$ cat src/common/cpwm_pkg.sv
// constants for the complementary pwm output stage
package cpwm_pkg;

    // ------------------------------------------------------------
    // register byte offsets
    // ------------------------------------------------------------
    localparam logic [7:0] ADDR_TIMER_CONTROL_ONE   = 8'h00;
    localparam logic [7:0] ADDR_INTERRUPT_ENABLE    = 8'h04;
    localparam logic [7:0] ADDR_OUTPUT_ENABLE_POL   = 8'h08;
    localparam logic [7:0] ADDR_DEAD_TIME_BREAK     = 8'h0C;
    localparam logic [7:0] ADDR_RELOAD_VALUE        = 8'h10;
    localparam logic [7:0] ADDR_COMPARE_VALUE_CH1   = 8'h14;
    localparam logic [7:0] ADDR_COMPARE_VALUE_CH2   = 8'h18;
    localparam logic [7:0] ADDR_REFERENCE_MODE      = 8'h1C;
    localparam logic [7:0] ADDR_IDLE_LEVEL          = 8'h20;
    localparam logic [7:0] ADDR_COUNTER_STATUS      = 8'h24;

    // ------------------------------------------------------------
    // field positions
    // ------------------------------------------------------------
    localparam int TC_DIR_BIT       = 4;
    localparam int TC_CMS_LSB       = 5;
    localparam int TC_CKD_LSB       = 8;
    localparam int IE_UPDATE_BIT    = 0;
    localparam int IE_CC1_BIT       = 1;
    localparam int IE_CC2_BIT       = 2;
    localparam int OE_CH1_MAIN_EN   = 0;
    localparam int OE_CH1_MAIN_POL  = 1;
    localparam int OE_CH1_COMP_EN   = 2;
    localparam int OE_CH1_COMP_POL  = 3;
    localparam int OE_CH2_MAIN_EN   = 4;
    localparam int OE_CH2_MAIN_POL  = 5;
    localparam int DT_GATE_BIT      = 15;
    localparam int RM_CH1_LSB       = 0;
    localparam int RM_CH2_LSB       = 4;
    localparam int IDLE_CH1_MAIN    = 0;
    localparam int IDLE_CH1_COMP    = 1;
    localparam int IDLE_CH2_MAIN    = 2;

    // ------------------------------------------------------------
    // widths and reset values
    // ------------------------------------------------------------
    localparam int CNT_W  = 16;
    localparam int DT_W   = 10;
    localparam logic [15:0] RESET_RELOAD  = 16'hFFFF;
    localparam logic [15:0] RESET_CTRL    = 16'h0000;
    localparam logic [15:0] RESET_GATE    = 16'h8000;

    // ------------------------------------------------------------
    // variants, reference modes, bus states
    // ------------------------------------------------------------
    localparam logic [1:0] VAR_TWO_CH_COMP = 2'h0;
    localparam logic [1:0] VAR_ONE_CH_COMP = 2'h1;
    localparam logic [1:0] VAR_ONE_CH_GP   = 2'h2;

    typedef enum logic [2:0] {
        RM_FROZEN     = 3'h0,
        RM_MATCH_HIGH = 3'h1,
        RM_MATCH_LOW  = 3'h2,
        RM_TOGGLE     = 3'h3,
        RM_FORCE_LOW  = 3'h4,
        RM_FORCE_HIGH = 3'h5,
        RM_PWM_ONE    = 3'h6,
        RM_PWM_TWO    = 3'h7
    } cpwm_mode_e;

    typedef enum logic [2:0] {
        BUS_IDLE  = 3'b001,
        BUS_RLOAD = 3'b010,
        BUS_RDONE = 3'b100
    } cpwm_bus_e;

    // dead-time tick divide codes
    localparam logic [1:0] CKD_DIV1 = 2'h0;
    localparam logic [1:0] CKD_DIV2 = 2'h1;
    localparam logic [1:0] DIV_MAX2 = 2'h1;
    localparam logic [1:0] DIV_MAX4 = 2'h3;

endpackage

$ cat src/verilog/cpwm_deadtime.sv
// dead-time insertion for one complementary pair
`timescale 1ns/1ps
`default_nettype none
module cpwm_deadtime
(
    input  wire logic                     clk_i,
    input  wire logic                     rstn_i,
    input  wire logic                     ref_i,
    input  wire logic                     tick_i,
    input  wire logic [cpwm_pkg::DT_W-1:0] dt_ticks_i,
    output logic                          main_o,
    output logic                          comp_o
);

    logic                      ref_q_r;
    logic [cpwm_pkg::DT_W-1:0] cnt_r;
    logic                      settled;

    assign settled = (cnt_r == '0) && (ref_i == ref_q_r);

    always_ff @(posedge clk_i)
    begin
        if (!rstn_i)
            ref_q_r <= 1'b0;
        else
            ref_q_r <= ref_i;
    end

    always_ff @(posedge clk_i)
    begin
        if (!rstn_i)
            cnt_r <= '0;
        else if (ref_i != ref_q_r)
            // spare tick covers the free-running divider phase
            cnt_r <= dt_ticks_i + 1'b1;
        else if (tick_i && cnt_r != '0)
            cnt_r <= cnt_r - 1'b1;
    end

    // both outputs low while the dead time runs
    always_ff @(posedge clk_i)
    begin
        if (!rstn_i)
        begin
            main_o <= 1'b0;
            comp_o <= 1'b0;
        end
        else
        begin
            main_o <= settled & ref_q_r;
            comp_o <= settled & ~ref_q_r;
        end
    end

endmodule
`default_nettype wire

$ cat src/verilog/cpwm_top.sv
// complementary pwm output stage with ahb-lite register slave
// Function
// - 16-bit up-counting edge-aligned counter
// - polarity bit 1 inverts each output
// - enable bit selects reference or idle level
// - channel 1 single-enable output table
// - both enables give complementary pair
// - with both enables, every rising edge delayed by dead time
// - code 0xx gives code times tick
// - code 10x gives (64+low6) times two
// - codes 110/111 give (32+low5) times 8/16
// - tick is 1, 2 or 4 clocks
// - channel 2 single polarity output only
// - two-channel variant drives full output set
// - one-channel complementary drops channel 2
// - general purpose variant single output only
// - general purpose ignores complement polarity
// - inactive output takes its idle level
// - compare, reload, modes load at update
// - enable and polarity act at once
// - flags are single-cycle pulses
//
// The AHB-Lite interface to the registers and the placing of the registers were decided locally.
`timescale 1ns/1ps
`default_nettype none
module cpwm_top
#(
    parameter logic [1:0] variant_p = cpwm_pkg::VAR_TWO_CH_COMP
)
(
    input  wire logic        clk_i,
    input  wire logic        rstn_i,
    input  wire logic        hsel_i,
    input  wire logic [31:0] haddr_i,
    input  wire logic [1:0]  htrans_i,
    input  wire logic        hwrite_i,
    input  wire logic [2:0]  hsize_i,
    input  wire logic [31:0] hwdata_i,
    input  wire logic        hready_i,
    output logic             hreadyout_o,
    output logic [31:0]      hrdata_o,
    output logic             hresp_o,
    input  wire logic        sync_i,
    output logic             ch1_main_output_o,
    output logic             ch1_comp_output_o,
    output logic             ch2_main_output_o,
    output logic             compare_flag_ch1_o,
    output logic             compare_flag_ch2_o,
    output logic             update_flag_o
);

    // ------------------------------------------------------------
    // registers
    // ------------------------------------------------------------
    logic [15:0] timer_control_one_r;
    logic [15:0] interrupt_enable_control_r;
    logic [15:0] output_enable_polarity_control_r;
    logic [15:0] dead_time_break_control_r;
    logic [15:0] reload_value_r;
    logic [15:0] compare_value_ch1_r;
    logic [15:0] compare_value_ch2_r;
    logic [15:0] reference_mode_r;
    logic [15:0] idle_level_r;

    logic [15:0] reload_sh_r;
    logic [15:0] cmp1_sh_r;
    logic [15:0] cmp2_sh_r;
    logic [2:0]  mode1_sh_r;
    logic [2:0]  mode2_sh_r;

    cpwm_pkg::cpwm_bus_e bus_st_r;
    logic        wr_pend_r;
    logic [7:0]  addr_r;
    logic        addr_ok_r;
    logic        accept;
    logic [31:0] rd_mux;

    // ------------------------------------------------------------
    // ahb-lite slave
    // ------------------------------------------------------------
    assign accept      = hsel_i && htrans_i[1] && hready_i;
    assign hreadyout_o = (bus_st_r != cpwm_pkg::BUS_RLOAD);
    assign hresp_o     = 1'b0;

    always_ff @(posedge clk_i)
    begin
        if (!rstn_i)
        begin
            addr_r    <= 8'h00;
            addr_ok_r <= 1'b0;
            wr_pend_r <= 1'b0;
        end
        else if (hready_i)
        begin
            addr_r    <= haddr_i[7:0];
            addr_ok_r <= (haddr_i[31:8] == 24'h000000);
            wr_pend_r <= accept && hwrite_i;
        end
    end

    // reads take one wait state so a write just before is seen
    always_ff @(posedge clk_i)
    begin
        if (!rstn_i)
            bus_st_r <= cpwm_pkg::BUS_IDLE;
        else
        begin
            unique case (bus_st_r)
                cpwm_pkg::BUS_IDLE,
                cpwm_pkg::BUS_RDONE:
                    if (accept && !hwrite_i)
                        bus_st_r <= cpwm_pkg::BUS_RLOAD;
                    else
                        bus_st_r <= cpwm_pkg::BUS_IDLE;
                cpwm_pkg::BUS_RLOAD:
                    bus_st_r <= cpwm_pkg::BUS_RDONE;
                default:
                    bus_st_r <= cpwm_pkg::BUS_IDLE;
            endcase
        end
    end

    logic [15:0] cnt_r;

    always_comb
    begin
        rd_mux = 32'h00000000;
        if (addr_ok_r)
        begin
            unique case (addr_r)
                cpwm_pkg::ADDR_TIMER_CONTROL_ONE:
                    rd_mux[15:0] = timer_control_one_r;
                cpwm_pkg::ADDR_INTERRUPT_ENABLE:
                    rd_mux[15:0] = interrupt_enable_control_r;
                cpwm_pkg::ADDR_OUTPUT_ENABLE_POL:
                    rd_mux[15:0] = output_enable_polarity_control_r;
                cpwm_pkg::ADDR_DEAD_TIME_BREAK:
                    rd_mux[15:0] = dead_time_break_control_r;
                cpwm_pkg::ADDR_RELOAD_VALUE:
                    rd_mux[15:0] = reload_value_r;
                cpwm_pkg::ADDR_COMPARE_VALUE_CH1:
                    rd_mux[15:0] = compare_value_ch1_r;
                cpwm_pkg::ADDR_COMPARE_VALUE_CH2:
                    rd_mux[15:0] = compare_value_ch2_r;
                cpwm_pkg::ADDR_REFERENCE_MODE:
                    rd_mux[15:0] = reference_mode_r;
                cpwm_pkg::ADDR_IDLE_LEVEL:
                    rd_mux[15:0] = idle_level_r;
                cpwm_pkg::ADDR_COUNTER_STATUS:
                    rd_mux[15:0] = cnt_r;
                default:
                    rd_mux = 32'h00000000;
            endcase
        end
    end

    always_ff @(posedge clk_i)
    begin
        if (!rstn_i)
            hrdata_o <= 32'h00000000;
        else if (bus_st_r == cpwm_pkg::BUS_RLOAD)
            hrdata_o <= rd_mux;
    end

    always_ff @(posedge clk_i)
    begin
        if (!rstn_i)
        begin
            timer_control_one_r              <= cpwm_pkg::RESET_CTRL;
            interrupt_enable_control_r       <= cpwm_pkg::RESET_CTRL;
            output_enable_polarity_control_r <= cpwm_pkg::RESET_CTRL;
            dead_time_break_control_r        <= cpwm_pkg::RESET_GATE;
            reload_value_r                   <= cpwm_pkg::RESET_RELOAD;
            compare_value_ch1_r              <= cpwm_pkg::RESET_CTRL;
            compare_value_ch2_r              <= cpwm_pkg::RESET_CTRL;
            reference_mode_r                 <= cpwm_pkg::RESET_CTRL;
            idle_level_r                     <= cpwm_pkg::RESET_CTRL;
        end
        else if (wr_pend_r && addr_ok_r)
        begin
            unique case (addr_r)
                cpwm_pkg::ADDR_TIMER_CONTROL_ONE:
                    timer_control_one_r <= hwdata_i[15:0];
                cpwm_pkg::ADDR_INTERRUPT_ENABLE:
                    interrupt_enable_control_r <= hwdata_i[15:0];
                cpwm_pkg::ADDR_OUTPUT_ENABLE_POL:
                    output_enable_polarity_control_r <= hwdata_i[15:0];
                cpwm_pkg::ADDR_DEAD_TIME_BREAK:
                    dead_time_break_control_r <= hwdata_i[15:0];
                cpwm_pkg::ADDR_RELOAD_VALUE:
                    reload_value_r <= hwdata_i[15:0];
                cpwm_pkg::ADDR_COMPARE_VALUE_CH1:
                    compare_value_ch1_r <= hwdata_i[15:0];
                cpwm_pkg::ADDR_COMPARE_VALUE_CH2:
                    compare_value_ch2_r <= hwdata_i[15:0];
                cpwm_pkg::ADDR_REFERENCE_MODE:
                    reference_mode_r <= hwdata_i[15:0];
                cpwm_pkg::ADDR_IDLE_LEVEL:
                    idle_level_r <= hwdata_i[15:0];
                default:
                    idle_level_r <= idle_level_r;
            endcase
        end
    end

    // ------------------------------------------------------------
    // counter and preload
    // ------------------------------------------------------------
    logic sync_d_r;
    logic sync_rise;
    logic wrap;
    logic upd_evt;

    assign sync_rise = sync_i & ~sync_d_r;
    assign wrap      = (cnt_r == reload_sh_r);
    assign upd_evt   = sync_rise | wrap;

    always_ff @(posedge clk_i)
    begin
        if (!rstn_i)
            sync_d_r <= 1'b0;
        else
            sync_d_r <= sync_i;
    end

    always_ff @(posedge clk_i)
    begin
        if (!rstn_i)
            cnt_r <= 16'h0000;
        else if (upd_evt)
            cnt_r <= 16'h0000;
        else
            cnt_r <= cnt_r + 16'h0001;
    end

    always_ff @(posedge clk_i)
    begin
        if (!rstn_i)
        begin
            reload_sh_r <= cpwm_pkg::RESET_RELOAD;
            cmp1_sh_r   <= cpwm_pkg::RESET_CTRL;
            cmp2_sh_r   <= cpwm_pkg::RESET_CTRL;
            mode1_sh_r  <= 3'h0;
            mode2_sh_r  <= 3'h0;
        end
        else if (upd_evt)
        begin
            reload_sh_r <= reload_value_r;
            cmp1_sh_r   <= compare_value_ch1_r;
            cmp2_sh_r   <= compare_value_ch2_r;
            mode1_sh_r  <= reference_mode_r[cpwm_pkg::RM_CH1_LSB +: 3];
            mode2_sh_r  <= reference_mode_r[cpwm_pkg::RM_CH2_LSB +: 3];
        end
    end

    // ------------------------------------------------------------
    // reference waveforms
    // ------------------------------------------------------------
    logic ref1_r;
    logic ref2_r;
    logic match1;
    logic match2;

    assign match1 = (cnt_r == cmp1_sh_r);
    assign match2 = (cnt_r == cmp2_sh_r);

    function automatic logic ref_next(input logic [2:0] mode,
                                      input logic       cur,
                                      input logic       hit,
                                      input logic [15:0] cnt,
                                      input logic [15:0] cmp);
        logic r;
        r = cur;
        unique case (cpwm_pkg::cpwm_mode_e'(mode))
            cpwm_pkg::RM_FROZEN:     r = cur;
            cpwm_pkg::RM_MATCH_HIGH: r = hit ? 1'b1 : cur;
            cpwm_pkg::RM_MATCH_LOW:  r = hit ? 1'b0 : cur;
            cpwm_pkg::RM_TOGGLE:     r = hit ? ~cur : cur;
            cpwm_pkg::RM_FORCE_LOW:  r = 1'b0;
            cpwm_pkg::RM_FORCE_HIGH: r = 1'b1;
            cpwm_pkg::RM_PWM_ONE:    r = (cnt < cmp);
            cpwm_pkg::RM_PWM_TWO:    r = ~(cnt < cmp);
        endcase
        return r;
    endfunction

    always_ff @(posedge clk_i)
    begin
        if (!rstn_i)
        begin
            ref1_r <= 1'b0;
            ref2_r <= 1'b0;
        end
        else
        begin
            ref1_r <= ref_next(mode1_sh_r, ref1_r, match1, cnt_r, cmp1_sh_r);
            ref2_r <= ref_next(mode2_sh_r, ref2_r, match2, cnt_r, cmp2_sh_r);
        end
    end

    // ------------------------------------------------------------
    // dead-time tick and length
    // ------------------------------------------------------------
    logic [1:0]              dead_time_clock_divide;
    logic [1:0]              div_r;
    logic [1:0]              div_max;
    logic                    tick;
    logic [7:0]              dtg;
    logic [cpwm_pkg::DT_W-1:0] dt_ticks;

    assign dead_time_clock_divide = timer_control_one_r[cpwm_pkg::TC_CKD_LSB +: 2];
    assign dtg = dead_time_break_control_r[7:0];

    // tick of 1, 2 or 4 clocks
    always_comb
    begin
        if (dead_time_clock_divide == cpwm_pkg::CKD_DIV1)
            div_max = 2'h0;
        else if (dead_time_clock_divide == cpwm_pkg::CKD_DIV2)
            div_max = cpwm_pkg::DIV_MAX2;
        else
            div_max = cpwm_pkg::DIV_MAX4;
    end

    assign tick = (div_r >= div_max);

    always_ff @(posedge clk_i)
    begin
        if (!rstn_i)
            div_r <= 2'h0;
        else if (tick)
            div_r <= 2'h0;
        else
            div_r <= div_r + 2'h1;
    end

    always_comb
    begin
        if (!dtg[7])
            dt_ticks = {2'h0, dtg};
        else if (!dtg[6])
            dt_ticks = {1'b0, 2'h1, dtg[5:0], 1'b0};
        // 110 times 8, 111 times 16
        else if (!dtg[5])
            dt_ticks = {2'h0, 1'b1, dtg[4:0], 2'h0} << 1;
        else
            dt_ticks = {1'b0, 1'b1, dtg[4:0], 3'h0} << 1;
    end

    logic dt_main;
    logic dt_comp;

    cpwm_deadtime u_deadtime
    (
        .clk_i      (clk_i),
        .rstn_i     (rstn_i),
        .ref_i      (ref1_r),
        .tick_i     (tick),
        .dt_ticks_i (dt_ticks),
        .main_o     (dt_main),
        .comp_o     (dt_comp)
    );

    // ------------------------------------------------------------
    // output stage
    // ------------------------------------------------------------
    logic [15:0] oe;
    logic        m1_en;
    logic        c1_en;
    logic        m1_nxt;
    logic        c1_nxt;
    logic        m2_nxt;

    assign oe    = output_enable_polarity_control_r;
    assign m1_en = oe[cpwm_pkg::OE_CH1_MAIN_EN];
    assign c1_en = oe[cpwm_pkg::OE_CH1_COMP_EN] &&
                   (variant_p != cpwm_pkg::VAR_ONE_CH_GP);

    always_comb
    begin
        m1_nxt = idle_level_r[cpwm_pkg::IDLE_CH1_MAIN];
        c1_nxt = idle_level_r[cpwm_pkg::IDLE_CH1_COMP];
        if (m1_en && c1_en)
        begin
            m1_nxt = dt_main ^ oe[cpwm_pkg::OE_CH1_MAIN_POL];
            c1_nxt = dt_comp ^ oe[cpwm_pkg::OE_CH1_COMP_POL];
        end
        else if (m1_en)
            m1_nxt = ref1_r ^ oe[cpwm_pkg::OE_CH1_MAIN_POL];
        else if (c1_en)
            c1_nxt = ref1_r ^ oe[cpwm_pkg::OE_CH1_COMP_POL];
        if (variant_p == cpwm_pkg::VAR_ONE_CH_GP)
            c1_nxt = 1'b0;
        if (oe[cpwm_pkg::OE_CH2_MAIN_EN])
            m2_nxt = ref2_r ^ oe[cpwm_pkg::OE_CH2_MAIN_POL];
        else
            m2_nxt = idle_level_r[cpwm_pkg::IDLE_CH2_MAIN];
        if (variant_p != cpwm_pkg::VAR_TWO_CH_COMP)
            m2_nxt = 1'b0;
    end

    // full output set in two-channel variant
    always_ff @(posedge clk_i)
    begin
        if (!rstn_i)
        begin
            ch1_main_output_o <= 1'b0;
            ch1_comp_output_o <= 1'b0;
            ch2_main_output_o <= 1'b0;
        end
        else
        begin
            ch1_main_output_o <= m1_nxt;
            ch1_comp_output_o <= c1_nxt;
            ch2_main_output_o <= m2_nxt;
        end
    end

    always_ff @(posedge clk_i)
    begin
        if (!rstn_i)
        begin
            compare_flag_ch1_o <= 1'b0;
            compare_flag_ch2_o <= 1'b0;
            update_flag_o      <= 1'b0;
        end
        else
        begin
            compare_flag_ch1_o <= match1 &&
                interrupt_enable_control_r[cpwm_pkg::IE_CC1_BIT];
            compare_flag_ch2_o <= match2 &&
                interrupt_enable_control_r[cpwm_pkg::IE_CC2_BIT] &&
                (variant_p == cpwm_pkg::VAR_TWO_CH_COMP);
            update_flag_o      <= upd_evt &&
                interrupt_enable_control_r[cpwm_pkg::IE_UPDATE_BIT];
        end
    end

endmodule
`default_nettype wire

$ cat config.mk
export PLATFORM = sky130hd
export DESIGN_NAME = cpwm_top
export DESIGN_NICKNAME = d
export VERILOG_FILES = /design/src/common/cpwm_pkg.sv /design/src/verilog/cpwm_deadtime.sv /design/src/verilog/cpwm_top.sv
export SDC_FILE = /design/constraint.sdc
export NUM_CORES = 1
export LEC_CHECK = 0
export BUFFER_PORTS_ARGS = -buffer_cell sky130_fd_sc_hd__buf_2
export CORE_AREA = 5 5 168 170
export CTS_CLUSTER_SIZE = 25
export DETAILED_ROUTE_END_ITERATION = 12
export DIE_AREA = 0 0 173 175
export MAX_ROUTING_LAYER = met4
export PLACE_DENSITY = 0.68
export SYNTH_ARGS = -nofsm -noshare
export SYNTH_HDL_FRONTEND = slang
export SYNTH_SLANG_ARGS = --single-unit
export TNS_END_PERCENT = 5
$ cat constraint.sdc
create_clock -name clk_i -period 2.72 [get_ports clk_i]
set_input_delay 0.272 -clock clk_i [delete_from_list [all_inputs] [get_ports clk_i]]
set_output_delay 0.272 -clock clk_i [all_outputs]
set_load 0.03 [all_outputs]
# Word-level counts from Yosys, hierarchy flattened
# Index checks and enable logic that the tools add are counted.
[op_classes]
n_reduce_logical = 34
n_addsub = 4
bitwise = 18
mux = 25
magnitude_cmp = 3
n_eq_ne = 39
[op_table]
columns = ["cell", "count"]
rows = [
  ["16-bit case mux with 10 select lines", 1],
  ["10-bit 2-to-1 mux", 5],
  ["16-bit == test", 3],
  ["8-bit by 5-bit == test with 1-bit output (second input constant)", 4],
  ["16-bit < comparator", 2],
  ["3-bit == test (second input constant)", 9],
  ["24-bit zero test", 1],
  ["2-bit AND reduction", 9],
  ["16-bit by 1-bit adder with 16-bit output (second input constant)", 1],
  ["8-bit by 4-bit == test with 1-bit output (second input constant)", 2],
  ["8-bit by 6-bit == test with 1-bit output (second input constant)", 2],
  ["16-bit 2-to-1 mux", 1],
  ["3-bit by 2-bit == test with 1-bit output (second input constant)", 5],
  ["1-bit case mux with 7 select lines", 2],
  ["1-bit 2-to-1 mux", 12],
  ["2-bit inequality test (second input constant)", 6],
  ["1-bit logical AND", 11],
  ["10-bit by 1-bit adder with 10-bit output (second input constant)", 1],
  ["10-bit zero test", 1],
  ["10-bit nonzero test", 1],
  ["10-bit by 1-bit subtractor with 10-bit output (second input constant)", 1],
  ["3-bit by 1-bit == test with 1-bit output (second input constant)", 3],
  ["1-bit inverter", 9],
  ["8-bit by 3-bit == test with 1-bit output (second input constant)", 1],
  ["other kinds (18)", 30],
]
[word_totals]
out_inout_bits = 40
reg_bits = 283
word_cells = 157

# Depth between registers and ports, before layout
# Gate-level depths: netlist of run 1.
[logic_depth]
ltp_word = 7
ltp_mapped = 9
mapped_depth_nobuf = 7

# Hierarchy
# A second synthesis of run 1 with hierarchy kept.
[hier_totals]
cells_unflattened = 1490
hier_area_um2 = 12703.4
[modules_own_cells]
columns = ["mod", "area_per_inst_um2", "instances", "seq_area_each_um2", "cells_per_inst"]
rows = [
  ["cpwm_top", 11836.4, 1, 5084.9, 1383],
  ["cpwm_deadtime", 867.1, 1, 260.2, 107],
]

# Least setup slack after synthesis of run 1
# No wires, ideal clock.
[synth_path]
kind = "register to register"
start = "reg cnt_r[0]"
end = "reg ref1_r"
path_stages_with_launch = 9
arrival_ns = 1.901
setup_slack_ns = 0.740
period_less_slack_ns = 1.980
cell_sequence = "dfxtp_1 -> clkbuf_1 -> inv_1 -> ha_1 -> nand4_1 -> or4b_2 -> mux2i_1 -> o21ai_0 -> o211ai_1"
[synth_via]
elab_chain_len = 3
[synth_lines]
columns = ["item", "line", "source"]
rows = [
  ["from (decl)", "cpwm_top.sv:123", "logic [15:0] cnt_r;"],
  ["from (signal assigned)", "cpwm_top.sv:233", "cnt_r <= cnt_r + 16'h0001;"],
  ["16-bit < comparator / 16-bit == test (equally long branches)", "cpwm_top.sv:281, cpwm_top.sv:282, cpwm_top.sv:264", ""],
  ["1-bit inverter / 2-bit inequality test (equally long branches)", "n/a", ""],
  ["1-bit case mux with 7 select lines / 4-bit AND reduction (equally long branches)", "n/a", ""],
  ["to (signal assigned)", "cpwm_top.sv:296", "ref1_r <= ref_next(mode1_sh_r, ref1_r, match1, cnt_r, cmp1_sh_r);"],
  ["to (decl)", "cpwm_top.sv:259", "logic ref1_r;"],
]
# Parallel ways exist; a longest one is shown, timed or not.
# A chain may end at the register's enable or synchronous reset.

# Final worst setup path of run 1
[layout_path]
start = "reg addr_r[7]"
end = "reg hrdata_o[7]"
[layout_via]
elab_chain_len = 3
[layout_lines]
columns = ["item", "line", "source"]
rows = [
  ["from (decl)", "cpwm_top.sv:73", "logic [7:0] addr_r;"],
  ["from (signal assigned)", "cpwm_top.sv:95", "addr_r <= haddr_i[7:0];"],
  ["8-bit by 6-bit == test with 1-bit output (tied with other cells)", "cpwm_top.sv:130", "unique case (addr_r)"],
  ["16-bit case mux with 10 select lines (*)", "cpwm_top.sv:130", ""],
  ["16-bit 2-to-1 mux (*)", "cpwm_top.sv:128", "if (addr_ok_r)"],
  ["to (signal assigned)", "cpwm_top.sv:162", "hrdata_o <= rd_mux;"],
  ["to (decl)", "cpwm_top.sv:41", "output logic [31:0] hrdata_o,"],
]
# Mark *: on every way between the ends. The rest lies on a longest branch, timed or not.

==> results of run 1 <==
-- what timing repair did --
item / CTS / global route
buffers inserted: 0 / 0
endpoints found under the hold margin: 13 / 0
hold buffers: 16 / 0
-- path summary, 6_finish.rpt --
| kind | end | cells past startpoint | startpoint |
|---|---|---|---|
| setup / recovery | hrdata_o[7]$_SDFFE_PN0P_ | 4 | addr_r[7]$_SDFFE_PN0P_ |
| hold / removal | compare_value_ch1_r[4]$_SDFFE_PN0P_ | 3 | hwdata_i[4] |
| setup reg to reg | hrdata_o[7]$_SDFFE_PN0P_ | 4 | addr_r[7]$_SDFFE_PN0P_ |
| hold reg to reg | hrdata_o[3]$_SDFFE_PN0P_ | 2 | hrdata_o[3]$_SDFFE_PN0P_ |
-- critical path: cells and delay by family, from the launching register on --
kind	cells	cell delay (ns)
simple gates	2	1.42
flops	1	0.46
compound gates	2	0.53
-- kinds of logic after synthesis --
logic type	count (synthesis)	synth area share, %
buffers and inverters	190	6.45
other	1	0.0288
AO/OA/AOI/OAI	369	16.6
XOR/XNOR	44	2.96
AND/OR/NAND/NOR	605	22.4
flip-flops	267	41.0
adder cells (fa/ha/maj)	37	3.55
multiplexers	78	7.01
-- layer usage --
metal  part of all wire [%]  vias up  track usage [%]
li1                       -     5685                -
met1                     41     5807             34.7
met2                     47      519             43.7
met3                    7.8       97             3.48
met4                    3.4        0             9.21
met5                      0        -                -
-- Yosys cell counts (4+ instances only) --
| cell type | instances | area (µm²) |
|---|---|---|
| dfxtp_1 | 267 | 5350 |
| nand2_1 | 246 | 923 |
| a21oi_1 | 161 | 806 |
| nand3_1 | 125 | 626 |
| o21ai_0 | 104 | 521 |
| nor2_1 | 94 | 353 |
| clkbuf_1 | 89 | 334 |
| mux2i_1 | 62 | 621 |
| inv_1 | 44 | 165 |
| ha_1 | 37 | 463 |
| xor2_1 | 28 | 245 |
| buf_2 | 27 | 135 |
| buf_4 | 23 | 173 |
| nand4_1 | 23 | 144 |
| nor4_1 | 17 | 106 |
| xnor2_1 | 16 | 140 |
| nor2b_1 | 15 | 93.8 |
| nor3_1 | 15 | 75.1 |
| a22oi_1 | 14 | 105 |
| o22ai_1 | 11 | 68.8 |
| a221oi_1 | 10 | 87.6 |
| mux4_2 | 10 | 225 |
| and3_1 | 9 | 56.3 |
| nand2b_1 | 9 | 56.3 |
| a21o_1 | 8 | 60.1 |
| or4_1 | 8 | 60.1 |
| a32oi_1 | 7 | 61.3 |
| nor3b_1 | 7 | 52.6 |
| a2111oi_0 | 6 | 52.6 |
| buf_1 | 6 | 22.5 |
| mux2_2 | 6 | 67.6 |
| o211ai_1 | 6 | 45.0 |
| a31oi_1 | 5 | 31.3 |
| a222oi_1 | 4 | 40.0 |
| a2bb2oi_1 | 4 | 35.0 |
| and2_1 | 4 | 25.0 |
| o211a_1 | 4 | 40.0 |
| o21ai_1 | 4 | 20.0 |
-- metrics by stage --
step / power (W) / utilization, % / hold slack, ns / cell area (µm²) / setup WS (ns)
floorplan: 0.00488 / - / 0.361 / 13100 / 0.740
global placement: 0.00515 / 51.9 / 0.413 / 13800 / 0.434
global route: 0.00925 / 55.9 / 0.0594 / 14900 / 0.183
detailed placement: 0.00517 / 51.9 / 0.417 / 13800 / 0.403
CTS: 0.00897 / 55.9 / 0.0489 / 14900 / 0.361
finish: 0.00893 / 55.9 / 0.0639 / 14900 / 0.234
-- area by class of cell --
type | instances | area (µm²) | share of cell area [%]
tap | 341 | 427 | 2.87
clock inverter | 7 | 65.1 | 0.438
inverter | 44 | 170 | 1.14
timing repair buffer | 157 | 1090 | 7.32
sequential | 267 | 5350 | 36.0
clock buffer | 42 | 845 | 5.68
multi-input combinational | 1150 | 6920 | 46.6
-- report_power, final --
| group | internal [W] | switching [W] | total (W) |
|---|---|---|---|
| clock network | 0.00222 | 0.00159 | 0.00381 |
| logic | 0.000400 | 0.000626 | 0.00103 |
| registers | 0.00400 | 0.0000936 | 0.00409 |
| total | 0.00662 | 0.00231 | 0.00893 |
-- state kept, by name, summed over array words and instances, names as in the netlist, 8 cells and up --
register and flops:
compare_value_ch1_r 16, dead_time_break_control_r 16, idle_level_r 16, compare_value_ch2_r 16, reference_mode_r 16, cnt_r 16, interrupt_enable_control_r 16, oe 16
addr_r 8, cmp1_sh_r 16, timer_control_one_r 16, reload_sh_r 16, cmp2_sh_r 16, hrdata_o 16, u_deadtime.cnt_r 10, reload_value_r 16
==> metrics.cfg, run 1 <==
[global_route]
grt_pass1_wl_um=64000
grt_usage_pct=26.8
grt_pass1_vias=11200
antenna_found_initial=0
overflow=0
grt_start_max_net_pins=64

[floorplan]
die_area_um2=30300
design.core.area_um2=26600
io_pins=115
die_w_um=173
rows=60
fp.dieH_um=175
start_util_pct=49.0

[sta]
tightest_slew_ns=0.845
fin_setup_tns_ns=0
relSlewSlack_pct=42.2
finalSetupViolations=0
skew_ns=0.0295
fmax_mhz=402
rsz0062_at_grt=no
min_period_over_period_pct=91.4
hold_viol_final=0
drv_slew=0
fin_crit_ns=2.49

[setup_path]
cpPeakStageDelay_ns=0.83
crit_chain=nor4b_4 > and2_0 > a211oi_1 > o21ai_0
slowest_stage=nor4b_4
crit_path_end_kind=flop
crit_path_max_fanout=10
start_kind=flop
required_ns=3.20
ff2ff_setup_slack_ns=0.23
cp.arrival_ns=2.96
worstSetupPathType=reg -> reg

[logic_synthesis]
postSynthCellCount=1591
yosysWarnings=0
synthArstFlopShare_pct=0
synth_top_flop_cell=dfxtp_1
ys_seq_area_share_pct=41.0
syn_area_um2=13000
synth_edf_count=0
netlist-cell-type-count=72
ys_seq_elements=267
syn_avg_cell_area_um2=8.19

[final_layout]
finalNonFillerCells=2008
final_common_cell=dfxtp_1
fill_cells=2505
area_growth_pct=14.1
drive_gt1_share_pct=13.6
layout_common_cells=dfxtp_1, nand2_1, a21oi_1, nand3_1, o21ai_0
layout.nets=1760
antenna_cells=0

[routing]
routed_wl_um=41100
drt_iter0_markers=1219
antenna_left=0
drc=0
drt_first_pass_iters=7
drt-vias-per-instance=6.03
wire_per_inst_um=20.5
via_count=12100

[worst_hold_path]
holdCritPathClass=in -> reg

[cts]
clkTransAtPathRegs_ns=0.07
cts_tree=yes
cts-root-buf=clkbuf_16
post_cts_resized=0
clkLatencyLatePin_ns=0.55
numCtsBuffers=28
clock-sinks=267
h-tree-depth=1
clock_path_buffers=3

[run_status]
status=completed

[job]
drv_cap=0

[power_and_ir_drop]
p_leak_nw=5.39
vdd_drop_max_v=0.000529
p_per_area_nw_per_um2=601

[placement]
dp.cells=1943
routabilityCongestion=0.956
port_buffers=77
detailedPlacementHpwl_um=28700

(Power assumes the default switching activity.)
==> inputs of run 2 (changes only) <==
--- a/config.mk
+++ b/config.mk
@@ -6,12 +6,15 @@
 export NUM_CORES = 1
 export LEC_CHECK = 0
 export BUFFER_PORTS_ARGS = -buffer_cell sky130_fd_sc_hd__buf_2
-export CORE_AREA = 5 5 168 170
+export CELL_PAD_IN_SITES_DETAIL_PLACEMENT = 1
+export CELL_PAD_IN_SITES_GLOBAL_PLACEMENT = 1
+export CORE_AREA = 5 5 177 179
+export CTS_BUF_LIST = sky130_fd_sc_hd__clkbuf_16
 export CTS_CLUSTER_SIZE = 25
 export DETAILED_ROUTE_END_ITERATION = 12
-export DIE_AREA = 0 0 173 175
+export DIE_AREA = 0 0 182 184
 export MAX_ROUTING_LAYER = met4
-export PLACE_DENSITY = 0.68
+export PLACE_DENSITY_LB_ADDON = 0.1
 export SYNTH_ARGS = -nofsm -noshare
 export SYNTH_HDL_FRONTEND = slang
 export SYNTH_SLANG_ARGS = --single-unit
==> run 2 against run 1 <==
Clock power up 1%. Hold slack got worse by 0.048 ns. Sequential power is essentially flat. Cell count rose by 3.6%. Setup slack got worse by 0.0022 ns. Clock skew shrank 0.012 ns. Non-clock buffer count increased by 18. Critical path depth grew 3. Register-to-register slack barely moved. Flip-flop and latch count stayed put. Total power up 0.85%.
==> metrics.cfg, run 2 (same netlist as run 1, synthesis figures left out) <==
[floorplan]
design.core.area_um2=29400
rows=63
die_area_um2=33500
fp.dieH_um=184
io_pins=115
die_w_um=182
start_util_pct=44.3

[global_route]
top_usage_layer=met2
use_met1_pct=35.7
met2_usage_pct=47.5
grt_pass1_vias=12300
grt_use_met3_pct=3.01
grt_usage_pct=28.3
grt_start_max_net_pins=72
grt_pass1_wl_um=72600
antenna_found_initial=0
overflow=0

[final_layout]
finalNonFillerCells=2080
antenna_cells=0
final_common_cell=dfxtp_1
area_growth_pct=15.3
layout_common_cells=dfxtp_1, nand2_1, a21oi_1, nand3_1, o21ai_0
drive_gt1_share_pct=14.2
layout.nets=1780

[run_status]
status=completed

[sta]
fmax_mhz=402
timing.hold.ws_ns=0.0157
fin_crit_ns=2.49
min_period_over_period_pct=91.5
drv_slew=0
fin_setup_tns_ns=0
rsz0062_at_grt=no
finalSetupViolations=0
hold_viol_final=0
relSlewSlack_pct=42.5
skew_ns=0.0175
tightest_slew_ns=0.840

[cts]
clkLatencyLatePin_ns=0.57
cts-root-buf=clkbuf_16
clock-sinks=267
post_cts_buffers=0
cts_tree=yes
clock_path_buffers=3
numCtsBuffers=30
h-tree-depth=1
clkTransAtPathRegs_ns=0.06
postCtsHoldBufs=15
post_cts_resized=0

[worst_hold_path]
whs_endpoint=addr_ok_r$_SDFFE_PN0P_
hold_depth=4
hold_start=haddr_i[23]
holdCritPathClass=in -> reg

[routing]
antenna_left=0
drt_iter0_markers=868
drt_first_pass_iters=6
drc=0
via_count=12200
routed_wl_um=47600
wire_per_inst_um=22.9
drt-vias-per-instance=5.88

[setup_path]
crit_path_max_fanout=9
r2r_cells=7
worstSetupPathType=reg -> reg
required_ns=3.15
cp.arrival_ns=2.92
start_kind=flop
r2r_end=hrdata_o[5]$_SDFFE_PN0P_
crit_path_end_kind=flop
ff2ff_setup_slack_ns=0.23
r2r_start=addr_r[3]$_SDFFE_PN0P_

[power_and_ir_drop]
p_per_area_nw_per_um2=600
p_leak_nw=5.51
power_w=0.00901
vdd_drop_max_v=0.000469

[placement]
dp.cells=2011
detailedPlacementHpwl_um=33800
routabilityCongestion=0.903
port_buffers=77

[job]
drv_cap=0

run 2: changes by cell type in the layout (fill, tap and decap cells not counted), sizes merged:
cell	delta
buf	+19
bufinv	+1
clkbuf	-12
clkinv	+9
clkinvlp	-2
dlygate4sd3	-1
inv	+9
run 2: worst max path at each step:
stage	startpoint	slack, ns	end	cells after the start
2_1_floorplan	cnt_r[0]$_SDFF_PP0_	0.74	ref1_r$_SDFFE_PN0P_	8
3_3_place_gp	addr_r[3]$_SDFFE_PN0P_	0.19	hrdata_o[5]$_SDFFE_PN0P_	7
3_5_place_dp	addr_r[3]$_SDFFE_PN0P_	0.24	hrdata_o[5]$_SDFFE_PN0P_	7
4_1_cts	addr_r[3]$_SDFFE_PN0P_	0.20	hrdata_o[5]$_SDFFE_PN0P_	7
5_1_grt	cnt_r[12]$_SDFF_PP0_	0.15	ref1_r$_SDFFE_PN0P_	7
6_report	addr_r[3]$_SDFFE_PN0P_	0.23	hrdata_o[5]$_SDFFE_PN0P_	7
run 2: per-stage QoR:
stage / util (%) / cell area, µm² / setup slack (ns)
6_report: 51.1 / 15000 / 0.231
5_1_grt: 51.1 / 15000 / 0.146
4_1_cts: 51.1 / 15000 / 0.198
3_5_place_dp: 47.5 / 14000 / 0.236
3_3_place_gp: 47.5 / 14000 / 0.186
2_1_floorplan: - / 13100 / 0.740
run 2: cell type report:
| type | count | area (µm²) |
|---|---|---|
| inverter | 44 | 170 |
| clock inverter | 24 | 160 |
| multi-input combinational | 1150 | 6920 |
| clock buffer | 30 | 751 |
| fill | 3570 | 14400 |
| tap | 390 | 488 |
| timing repair buffer | 175 | 1180 |
| sequential | 267 | 5350 |
run 2: layer usage:
layer,up-vias,part of all wire (%)
met3,98,4.7
li1,5721,-
met5,-,0
met4,0,3.5
met2,325,49
met1,6089,43
run 2: power breakdown:
group | total, W | internal (W) | switching [W] | leakage [nW]
combinational | 0.00105 | 0.000402 | 0.000652 | 2.87
sequential | 0.00411 | 0.00400 | 0.000108 | 2.16
clock | 0.00385 | 0.00217 | 0.00167 | 0.481
run 2: critical path: stages, from the launching register on:
cell       delay [ns]
dfxtp_1          0.66
buf_4            0.28
mux2_2           0.35
nand2_1          0.07
a21oi_1          0.10
a2111oi_0        0.61
buf_4            0.21
o21ai_0          0.06
